`src/pprx_defs.svh`:
```
// constants of the parallel poll relay expander
`ifndef PPRX_DEFS_SVH
`define PPRX_DEFS_SVH
`define PPRX_CLK_PERIOD_NS 40
`define PPRX_MSG_DELAY_NS 400
`define PPRX_MSG_DELAY_CYC ((`PPRX_MSG_DELAY_NS) / (`PPRX_CLK_PERIOD_NS))
`define PPRX_SAMPLE_NS 600
`define PPRX_SAMPLE_CYC ((`PPRX_SAMPLE_NS + `PPRX_CLK_PERIOD_NS - 1) / `PPRX_CLK_PERIOD_NS)
`define PPRX_SAMPLE_CNT_W 5
`define PPRX_DIO_W 8
`define PPRX_SYNC_W 13
`define PPRX_OWN_GUARD 4
`define PPRX_F_REN 0
`define PPRX_F_IFC 1
`define PPRX_F_DAV 2
`define PPRX_F_EOI 3
`define PPRX_F_ATN 4
`define PPRX_F_DIO_LSB 5
`endif

```
`src/pprx_pkg.sv`:
```
// types of the parallel poll relay expander
package pprx_pkg;
  typedef enum logic [2:0] {
    PPRX_IDLE = 3'h1,
    PPRX_RUN = 3'h2,
    PPRX_TAIL = 3'h4
  } pprx_state_e;
  typedef logic [7:0] pprx_dio_t;
endpackage

```
`src/pprx_relay_if.sv`:
```
// link between the top and one poll relay direction
interface pprx_relay_if;
  import pprx_pkg::*;
  logic pri_poll;
  pprx_dio_t sec_dio;
  logic sec_poll_drv;
  pprx_dio_t pri_dio;
  logic pri_vld;
  pprx_dio_t fin_dio;
  logic fin_stb;
  modport relay (input pri_poll, input sec_dio, output sec_poll_drv, output pri_dio,
    output pri_vld, output fin_dio, output fin_stb);
  modport ctrl (output pri_poll, output sec_dio, input sec_poll_drv, input pri_dio,
    input pri_vld, input fin_dio, input fin_stb);
endinterface

```
`src/pprx_expander.sv`:
```
// parallel poll relay and direction control of a two-bus instrument expander
`include "pprx_defs.svh"
module pprx_expander
  import pprx_pkg::*;
(
  // clock and reset
  input wire logic sys_clk,
  input wire logic srst,
  // bus a inputs, true = asserted
  input wire logic [7:0] a_dio_i,
  input wire logic a_atn_i,
  input wire logic a_eoi_i,
  input wire logic a_dav_i,
  input wire logic a_ifc_i,
  input wire logic a_ren_i,
  // bus a drivers, enable low while driving
  output logic [7:0] a_dio_o,
  output logic a_dio_oe_n,
  output logic a_atn_o,
  output logic a_atn_oe_n,
  output logic a_eoi_o,
  output logic a_eoi_oe_n,
  // bus b inputs, true = asserted
  input wire logic [7:0] b_dio_i,
  input wire logic b_atn_i,
  input wire logic b_eoi_i,
  input wire logic b_dav_i,
  input wire logic b_ifc_i,
  input wire logic b_ren_i,
  // bus b drivers, enable low while driving
  output logic [7:0] b_dio_o,
  output logic b_dio_oe_n,
  output logic b_atn_o,
  output logic b_atn_oe_n,
  output logic b_eoi_o,
  output logic b_eoi_oe_n,
  // tracking state
  output logic a_sys_ctrl,
  output logic b_sys_ctrl,
  output logic a_act_ctrl,
  output logic b_act_ctrl,
  output logic a_src_hs,
  output logic b_src_hs
);
  localparam int SW = `PPRX_SYNC_W;
  localparam int GW = `PPRX_OWN_GUARD;

  pprx_relay_if rif_a ();
  pprx_relay_if rif_b ();

  logic [1:0][SW-1:0] s1_r, s2_r, s3_r, flt_r;
  logic [1:0][SW-1:0] s1_nxt, s2_nxt, s3_nxt, flt_nxt;
  logic [GW-1:0] own_a_r, own_b_r, own_a_nxt, own_b_nxt;
  logic guard_a, guard_b, poll_a, poll_b;
  pprx_dio_t dio_a, dio_b;
  logic sc_a_r, sc_b_r, ac_a_r, ac_b_r, sh_a_r, sh_b_r;
  logic sc_a_nxt, sc_b_nxt, ac_a_nxt, ac_b_nxt, sh_a_nxt, sh_b_nxt;
  pprx_dio_t a_dio_r, b_dio_r, a_dio_nxt, b_dio_nxt;
  logic a_dio_oe_n_r, b_dio_oe_n_r, a_dio_oe_n_nxt, b_dio_oe_n_nxt;
  logic a_pp_r, b_pp_r, a_pp_nxt, b_pp_nxt;
  logic a_idy_oe_n_r, b_idy_oe_n_r, a_idy_oe_n_nxt, b_idy_oe_n_nxt;
  logic a_norm_ok, b_norm_ok;

  // input synchronisers: a bit changes once the second and third stage agree
  always_comb begin
    s1_nxt[0] = {a_dio_i, a_atn_i, a_eoi_i, a_dav_i, a_ifc_i, a_ren_i};
    s1_nxt[1] = {b_dio_i, b_atn_i, b_eoi_i, b_dav_i, b_ifc_i, b_ren_i};
    s2_nxt = s1_r;
    s3_nxt = s2_r;
    for (int i = 0; i < 2; i++) begin
      flt_nxt[i] = (~(s2_r[i] ^ s3_r[i]) & s2_r[i]) | ((s2_r[i] ^ s3_r[i]) & flt_r[i]);
    end
  end

  always_ff @(posedge sys_clk) begin
    if (srst) begin
      s1_r <= '0;
      s2_r <= '0;
      s3_r <= '0;
      flt_r <= '0;
    end else begin
      s1_r <= s1_nxt;
      s2_r <= s2_nxt;
      s3_r <= s3_nxt;
      flt_r <= flt_nxt;
    end
  end

  assign dio_a = flt_r[0][SW-1:`PPRX_F_DIO_LSB];
  assign dio_b = flt_r[1][SW-1:`PPRX_F_DIO_LSB];
  // our own relayed identify echoes back through the synchroniser; mask it
  assign guard_a = a_pp_r | (|own_a_r);
  assign guard_b = b_pp_r | (|own_b_r);
  assign poll_a = flt_r[0][`PPRX_F_ATN] & flt_r[0][`PPRX_F_EOI] & !guard_a;
  assign poll_b = flt_r[1][`PPRX_F_ATN] & flt_r[1][`PPRX_F_EOI] & !guard_b;

  assign rif_a.pri_poll = poll_a;
  assign rif_a.sec_dio = dio_b;
  assign rif_b.pri_poll = poll_b;
  assign rif_b.sec_dio = dio_a;

  pprx_relay u_relay_a (
    .sys_clk(sys_clk),
    .srst(srst),
    .rif(rif_a)
  );

  pprx_relay u_relay_b (
    .sys_clk(sys_clk),
    .srst(srst),
    .rif(rif_b)
  );

  // controller and source tracking; bus a wins a same-cycle tie
  always_comb begin
    own_a_nxt = {own_a_r[GW-2:0], a_pp_r};
    own_b_nxt = {own_b_r[GW-2:0], b_pp_r};
    sc_a_nxt = sc_a_r;
    sc_b_nxt = sc_b_r;
    ac_a_nxt = ac_a_r;
    ac_b_nxt = ac_b_r;
    sh_a_nxt = sh_a_r;
    sh_b_nxt = sh_b_r;
    if (flt_r[0][`PPRX_F_IFC] | flt_r[0][`PPRX_F_REN]) begin
      sc_a_nxt = 1'b1;
      sc_b_nxt = 1'b0;
    end else if (flt_r[1][`PPRX_F_IFC] | flt_r[1][`PPRX_F_REN]) begin
      sc_a_nxt = 1'b0;
      sc_b_nxt = 1'b1;
    end
    if (flt_r[0][`PPRX_F_ATN] & !guard_a) begin
      ac_a_nxt = 1'b1;
      ac_b_nxt = 1'b0;
    end else if (flt_r[1][`PPRX_F_ATN] & !guard_b) begin
      ac_a_nxt = 1'b0;
      ac_b_nxt = 1'b1;
    end
    if (flt_r[0][`PPRX_F_DAV]) begin
      sh_a_nxt = 1'b1;
      sh_b_nxt = 1'b0;
    end else if (flt_r[1][`PPRX_F_DAV]) begin
      sh_a_nxt = 1'b0;
      sh_b_nxt = 1'b1;
    end
  end

  // data direction: a running poll overrides the source handshake choice
  always_comb begin
    a_norm_ok = !(poll_a | poll_b | rif_b.sec_poll_drv);
    b_norm_ok = !(poll_b | poll_a | rif_a.sec_poll_drv);
    a_pp_nxt = rif_b.sec_poll_drv;
    b_pp_nxt = rif_a.sec_poll_drv;
    // enables kept in their own flops so the pins see no inverter
    a_idy_oe_n_nxt = !rif_b.sec_poll_drv;
    b_idy_oe_n_nxt = !rif_a.sec_poll_drv;
    a_dio_nxt = 8'h00;
    a_dio_oe_n_nxt = 1'b1;
    b_dio_nxt = 8'h00;
    b_dio_oe_n_nxt = 1'b1;
    if (rif_a.pri_vld) begin
      a_dio_nxt = rif_a.pri_dio;
      a_dio_oe_n_nxt = 1'b0;
    end else if (sh_b_r && a_norm_ok) begin
      a_dio_nxt = dio_b;
      a_dio_oe_n_nxt = 1'b0;
    end
    if (rif_b.pri_vld) begin
      b_dio_nxt = rif_b.pri_dio;
      b_dio_oe_n_nxt = 1'b0;
    end else if (sh_a_r && b_norm_ok) begin
      b_dio_nxt = dio_a;
      b_dio_oe_n_nxt = 1'b0;
    end
  end

  always_ff @(posedge sys_clk) begin
    if (srst) begin
      own_a_r <= '0;
      own_b_r <= '0;
      sc_a_r <= 1'b0;
      sc_b_r <= 1'b0;
      ac_a_r <= 1'b0;
      ac_b_r <= 1'b0;
      sh_a_r <= 1'b0;
      sh_b_r <= 1'b0;
      a_pp_r <= 1'b0;
      b_pp_r <= 1'b0;
      a_idy_oe_n_r <= 1'b1;
      b_idy_oe_n_r <= 1'b1;
      a_dio_r <= 8'h00;
      b_dio_r <= 8'h00;
      a_dio_oe_n_r <= 1'b1;
      b_dio_oe_n_r <= 1'b1;
    end else begin
      own_a_r <= own_a_nxt;
      own_b_r <= own_b_nxt;
      sc_a_r <= sc_a_nxt;
      sc_b_r <= sc_b_nxt;
      ac_a_r <= ac_a_nxt;
      ac_b_r <= ac_b_nxt;
      sh_a_r <= sh_a_nxt;
      sh_b_r <= sh_b_nxt;
      a_pp_r <= a_pp_nxt;
      b_pp_r <= b_pp_nxt;
      a_idy_oe_n_r <= a_idy_oe_n_nxt;
      b_idy_oe_n_r <= b_idy_oe_n_nxt;
      a_dio_r <= a_dio_nxt;
      b_dio_r <= b_dio_nxt;
      a_dio_oe_n_r <= a_dio_oe_n_nxt;
      b_dio_oe_n_r <= b_dio_oe_n_nxt;
    end
  end

  assign a_dio_o = a_dio_r;
  assign a_dio_oe_n = a_dio_oe_n_r;
  assign a_atn_o = a_pp_r;
  assign a_atn_oe_n = a_idy_oe_n_r;
  assign a_eoi_o = a_pp_r;
  assign a_eoi_oe_n = a_idy_oe_n_r;
  assign b_dio_o = b_dio_r;
  assign b_dio_oe_n = b_dio_oe_n_r;
  assign b_atn_o = b_pp_r;
  assign b_atn_oe_n = b_idy_oe_n_r;
  assign b_eoi_o = b_pp_r;
  assign b_eoi_oe_n = b_idy_oe_n_r;
  assign a_sys_ctrl = sc_a_r;
  assign b_sys_ctrl = sc_b_r;
  assign a_act_ctrl = ac_a_r;
  assign b_act_ctrl = ac_b_r;
  assign a_src_hs = sh_a_r;
  assign b_src_hs = sh_b_r;
endmodule // pprx_expander

```
`src/pprx_relay.sv`:
```
// one direction of the parallel poll relay: primary poll to secondary bus and back
`include "pprx_defs.svh"
module pprx_relay
  import pprx_pkg::*;
(
  // clock and reset
  input wire logic sys_clk,
  input wire logic srst,
  // link to the top
  pprx_relay_if.relay rif
);
  localparam int DLY = `PPRX_MSG_DELAY_CYC;
  localparam int PER = `PPRX_SAMPLE_CYC;
  localparam logic [`PPRX_SAMPLE_CNT_W-1:0] PER_LAST = `PPRX_SAMPLE_CNT_W'(PER - 1);

  logic [DLY-1:0] dly_r, dly_nxt;
  pprx_state_e state_r, state_nxt;
  logic [`PPRX_SAMPLE_CNT_W-1:0] cnt_r, cnt_nxt;
  pprx_dio_t pri_dio_r, pri_dio_nxt, fin_dio_r, fin_dio_nxt;
  logic pri_vld_r, pri_vld_nxt, fin_stb_r, fin_stb_nxt;
  logic sample_now, final_evt;

  always_comb begin
    // a delay line moves both poll edges by the same time, so length is kept
    dly_nxt = {dly_r[DLY-2:0], rif.pri_poll};
    sample_now = (state_r == PPRX_RUN) && rif.pri_poll && (cnt_r == PER_LAST);
    final_evt = dly_r[DLY-1] && !dly_r[DLY-2];
    state_nxt = state_r;
    cnt_nxt = cnt_r;
    pri_dio_nxt = pri_dio_r;
    pri_vld_nxt = pri_vld_r;
    fin_stb_nxt = final_evt;
    fin_dio_nxt = final_evt ? rif.sec_dio : fin_dio_r;
    case (state_r)
      PPRX_IDLE: begin
        if (rif.pri_poll) begin
          state_nxt = PPRX_RUN;
          cnt_nxt = '0;
          pri_vld_nxt = 1'b0;
        end
      end
      PPRX_RUN: begin
        if (!rif.pri_poll) begin
          state_nxt = PPRX_TAIL;
          pri_vld_nxt = 1'b0;
        end else if (sample_now) begin
          pri_dio_nxt = rif.sec_dio;
          pri_vld_nxt = 1'b1;
          cnt_nxt = '0;
        end else begin
          cnt_nxt = cnt_r + 1'b1;
        end
      end
      PPRX_TAIL: begin
        // a new poll is only seen once the old secondary poll has ended
        if (final_evt) begin
          state_nxt = PPRX_IDLE;
        end
      end
      default: begin
        state_nxt = PPRX_IDLE;
        pri_vld_nxt = 1'b0;
      end
    endcase
  end

  always_ff @(posedge sys_clk) begin
    if (srst) begin
      dly_r <= '0;
      state_r <= PPRX_IDLE;
      cnt_r <= '0;
      pri_dio_r <= 8'h00;
      pri_vld_r <= 1'b0;
      fin_dio_r <= 8'h00;
      fin_stb_r <= 1'b0;
    end else begin
      dly_r <= dly_nxt;
      state_r <= state_nxt;
      cnt_r <= cnt_nxt;
      pri_dio_r <= pri_dio_nxt;
      pri_vld_r <= pri_vld_nxt;
      fin_dio_r <= fin_dio_nxt;
      fin_stb_r <= fin_stb_nxt;
    end
  end

  assign rif.sec_poll_drv = dly_r[DLY-1];
  assign rif.pri_dio = pri_dio_r;
  assign rif.pri_vld = pri_vld_r;
  assign rif.fin_dio = fin_dio_r;
  assign rif.fin_stb = fin_stb_r;
endmodule // pprx_relay

```
`config.mk`:
```
export PLATFORM = sky130hd
export DESIGN_NAME = pprx_expander
export DESIGN_NICKNAME = d
export VERILOG_FILES = /design/src/pprx_pkg.sv /design/src/pprx_relay_if.sv /design/src/pprx_expander.sv /design/src/pprx_relay.sv
export VERILOG_INCLUDE_DIRS = /design/src
export SDC_FILE = /design/constraint.sdc
export NUM_CORES = 1
export LEC_CHECK = 0
export BUFFER_PORTS_ARGS = -buffer_cell sky130_fd_sc_hd__buf_2
export CORE_AREA = 2 2 105 107
export CTS_CLUSTER_DIAMETER = 150
export DETAILED_ROUTE_END_ITERATION = 10
export DIE_AREA = 0 0 107 109
export PLACE_DENSITY = 0.89
export SYNTH_ARGS = -nofsm -noshare
export SYNTH_HDL_FRONTEND = slang
export SYNTH_SLANG_ARGS = --single-unit
export TNS_END_PERCENT = 1
```
`constraint.sdc`:
```
create_clock -name sys_clk -period 4.6 [get_ports sys_clk]
set_input_delay 0.92 -clock sys_clk [delete_from_list [all_inputs] [get_ports sys_clk]]
set_output_delay 0.92 -clock sys_clk [all_outputs]
set_load 0.03 [all_outputs]
```
Word level (Yosys, flattened, before mapping)
Cells that the tools add are included.
{ "op_classes": {"addsub": 2, "multipliers": 0, "n_div": 0, "n_lt_le_gt_ge": 0, "eq_ne": 18, "shift": 0, "muxes": 38, "bitwise_logic": 25, "reduce_logical": 34} }
{ "ops": {"columns": ["op", "count"], "rows": [
  ["$and 13x13->13", 4],
  ["$mux 8", 4],
  ["$mux 5", 6],
  ["$not 13->13", 2],
  ["$or 13x13->13", 2],
  ["$xor 13x13->13", 2],
  ["$reduce_and 3->1", 8],
  ["$pmux 5 s2", 2],
  ["$mux 3", 6],
  ["$pmux 3 s3", 2],
  ["$mux 1", 16],
  ["$ne 2x2->1 const B", 6],
  ["$add 5x1->5 const B", 2],
  ["$eq 5x4->1 const B", 2],
  ["$reduce_bool 2->1", 5],
  ["$logic_and 1x1->1", 8],
  ["$logic_not 1->1", 8],
  ["$reduce_or 4->1", 2],
  ["$or 1x1->1", 7],
  ["$and 1x1->1", 6],
  ["$eq 3x1->1 const B", 2],
  ["$eq 3x2->1 const B", 2],
  ["$eq 3x3->1 const B", 2],
  ["$ne 3x2->1 const B", 2],
  ["4 further kinds", 9]
]} }
{ "totals": {"reg_bits": 194, "latch_bits": 0, "mem_bits_rw": 0, "mem_bits_ro": 0, "inputBits": 28, "out_inout_bits": 32, "word_cells": 151, "mem_count": 0} }

Logic depth before layout (Yosys ltp)
{ "logic_depth": {"ltp_word": 10, "mapped_depth": 6, "ltp_nobuf": 6} }

Modules after synthesis
A second synthesis with hierarchy kept.
{ "unflattened": {"cells_unflattened": 683, "hier_area_um2": 6929.1} }
{ "by_module_without_submodules": {"columns": ["mod", "n_inst", "cells_each", "area_per_inst_um2", "seq_area_each_um2"], "rows": [
  ["pprx_expander", 1, 377, 4181.5, 2802.7],
  ["pprx_relay", 2, 153, 1373.8, 720.7]
]} }

Least setup slack after synthesis
No wires, ideal clock.
{ "synth_timing": {"path_kind": "input port to flip-flop", "startpoint": "input srst", "endpoint": "register u_relay_b.pri_vld_r (netlist: u_relay_b.rif.pri_vld)", "setup_time_ps": 115, "arrival_time_ps": 1792, "path_slack_ps": 2693, "cell_stages": 5, "path_cell_list": "buf_2 -> clkbuf_1 -> clkbuf_1 -> a21oi_1 -> o21a_1"} }
{ "synth_rtl": {"columns": ["item", "line_no", "rtl"], "rows": [
  ["start: declaration", "pprx_expander.sv:8", "input wire logic srst,"],
  ["end signal: assignment", "pprx_relay.sv:81", "pri_vld_r <= pri_vld_nxt;"],
  ["end: declaration", "pprx_relay.sv:20", "logic pri_vld_r, pri_vld_nxt, fin_stb_r, fin_stb_nxt;"]
]} }

Final worst setup path
{ "layout_timing": {"startpoint": "register a_pp_r (netlist: a_atn_o)", "endpoint": "output a_eoi_o"} }
{ "layout_rtl": {"columns": ["item", "line_no", "rtl"], "rows": [
  ["start: declaration", "pprx_expander.sv:60", "logic a_pp_r, b_pp_r, a_pp_nxt, b_pp_nxt;"],
  ["start signal: assignment", "pprx_expander.sv:203", "a_pp_r <= a_pp_nxt;"],
  ["end: declaration", "pprx_expander.sv:21", "output logic a_eoi_o,"]
]} }
No word-level cell between the ends.

==> results.yml <==
outcome:
  status: "completed"
die:
  rows: 38
  chipHeight_um: 109
  dieArea_um2: 11700
  start_util_pct: 59.7
  die_w_um: 107
  core_area_um2: 10600
  boundaryPins: 60
worst_setup_path:
  endpoint_kind: "output port"
  path_cells: "buf_2"
  max_stage_delay_ps: 430
  cp_data_required_time_ps: 3680
  critical-path-top-delay-family: "flip-flops"
  worstSetupPathType: "register to output port"
  cp_max_fo: 4
  startpoint_type: "register"
  path_buf_inv: 1
  crit_slowest_cell: "dfxtp_1"
  cp.arrival_ps: 1200
global_route:
  grt_first_pass_wirelength_um: 18000
  grt_pass1_vias: 3965
  grt-ovfl-total: 0
  grt_max_degree: 66
  antenna_found_initial: 0
  grtUsageTotal_pct: 19.8
pwr:
  max-vdd-ir-drop_v: 0.000280
  finalPower_mw: 3.19
  p_leak_nw: 2.96
  pwr_density_cell_nw_per_um2: 438
clock_network:
  htree_levels: 4
  cts_sinks: 194
  cts_buffer_depth: 2
  cts_root_buf: "clkbuf_8"
  clock_latency_ps: 530
  cts_buffers: 17
  cts_tree: "yes"
  cts_resized: 0
  post_cts_buffers: 0
  hold_buffers: 0
  clk_pin_slew_ps: 70
yosys:
  yosys_warnings: 0
  ys_ff_latch: 194
  synth-edff-count: 0
  synth_cells: 611
  netlist.area_leader.share_pct: 61.3
  synthDistinctLibCells: 43
  synth_top_area_cell: "dfxtp_1"
  async_flop_share_pct: 0
  avgSynthCellArea_um2: 10.4
  synth_ff_type: "dfxtp_1"
  yosysSeqAreaShare_pct: 61.3
  synth_nets: 643
  synth_area_leaders: "dfxtp_1, nor2b_1, nand2_1"
  synthesis.area_um2: 6330
timing:
  hold_viol: 0
  rsz0062_at_grt: "false"
  holdWs_ps: 437
  period_minus_slack_ps: 2120
  worst_pin_slew_ps: 657
  fmax_mhz: 471
  tns_ps: 0
  setup_viol: 0
  finClkSkew_ps: 7.05
  slew_viol_final: 0
  fin_crit_sh_pct: 46.1
  max_slew_margin_pct: 56.2
place:
  io_buffers: 59
  hpwl_um: 6910
  gp_congestion: 0.808
layout:
  layout_commonest_cell: "dfxtp_1"
  areaGrowthSynthToFinish_pct: 14.9
  n_antenna_cell: 0
  drive_gt1_share_pct: 15.4
  fin_util_pct: 68.6
  finalNetCount: 694
  final_cell_mix: "dfxtp_1, nor2b_1, nand2_1, buf_2, a21oi_1"
job:
  drv_cap: 0
routing:
  drtIter0Drc: 191
  final_antenna_net_count: 0
  post_drt_wl_per_cell_um: 13.0
  drtPass1Iterations: 4
  drc: 0
  viasPerCell: 5.14
  wl_um: 10600
  via_count: 4192
worst_hold_path:
  hold_path.class: "register to register"
per-layer routing:
metal / wire length [µm] / track usage, % / vias to the layer above
met5: 0 / 0 / -
met4: 210 / 9.00 / 0
met3: 409 / 6.22 / 16
met2: 5090 / 32.6 / 85
met1: 4860 / 24.0 / 1955
li1: - / - / 2136
metrics by stage:
step | cell area, µm² | worst slack (ps) | cells
after floorplan | 6330 | 2690 | 611
after global placement | 6700 | 2240 | 783
after detailed placement | 6700 | 2180 | 783
after CTS | 7270 | 2440 | 815
after global routing | 7270 | 2410 | 815
final | 7270 | 2480 | 815
synth_stat cells (all sizes together) (2+ instances only):
master  count
dfxtp     194
nor2b     105
nand2      60
o21ai      36
a21oi      34
nor2       30
inv        24
clkbuf     23
mux2i      17
o32ai      16
nand3      11
buf         6
nor3b       6
ha          4
nand2b      4
nor4b       4
xor2        4
a211oi      3
and4b       3
nand3b      3
nand4b      3
nor3        3
a211o       2
a21boi      2
a41oi       2
and3        2
nand4       2
area by class of cell:
class	count	area [µm²]
Inverter	24	90.1
Timing Repair Buffer	61	313
Fill cell	758	3330
Clock inverter	15	164
Sequential cell	194	3880
Multi-Input combinational cell	364	2230
Clock buffer	17	414
Tap cell	140	175
logic make-up after synthesis:
kind of cell / after synthesis / synth area share, %
flip-flops: 194 / 61.3
adder cells (fa/ha/maj): 4 / 0.790
multiplexers: 17 / 2.69
XOR/XNOR: 5 / 0.691
buffers and inverters: 53 / 3.40
AO/OA/AOI/OAI: 99 / 9.44
AND/OR/NAND/NOR: 239 / 21.7
final timing paths:
path / from / end / slack, ps / cells after the start
worst min-delay path: s1_r[18]$_SDFF_PP0_ / s2_r[18]$_SDFF_PP0_ / 440 / 1
worst min register to register: s1_r[18]$_SDFF_PP0_ / s2_r[18]$_SDFF_PP0_ / 440 / 1
worst max register to register: a_atn_o$_SDFF_PP0_ / u_relay_a.rif.pri_dio[1]$_SDFFE_PP0P_ / 2710 / 4
worst max-delay path: a_atn_o$_SDFF_PP0_ / a_eoi_o / 2480 / 1
where the power goes:
group / internal, mW / switching [mW]
clock: 0.747 / 0.661
combinational: 0.0265 / 0.0357
sequential: 1.71 / 0.0101
total: 2.48 / 0.707
No activity file was read; power rests on OpenSTA's default activity.
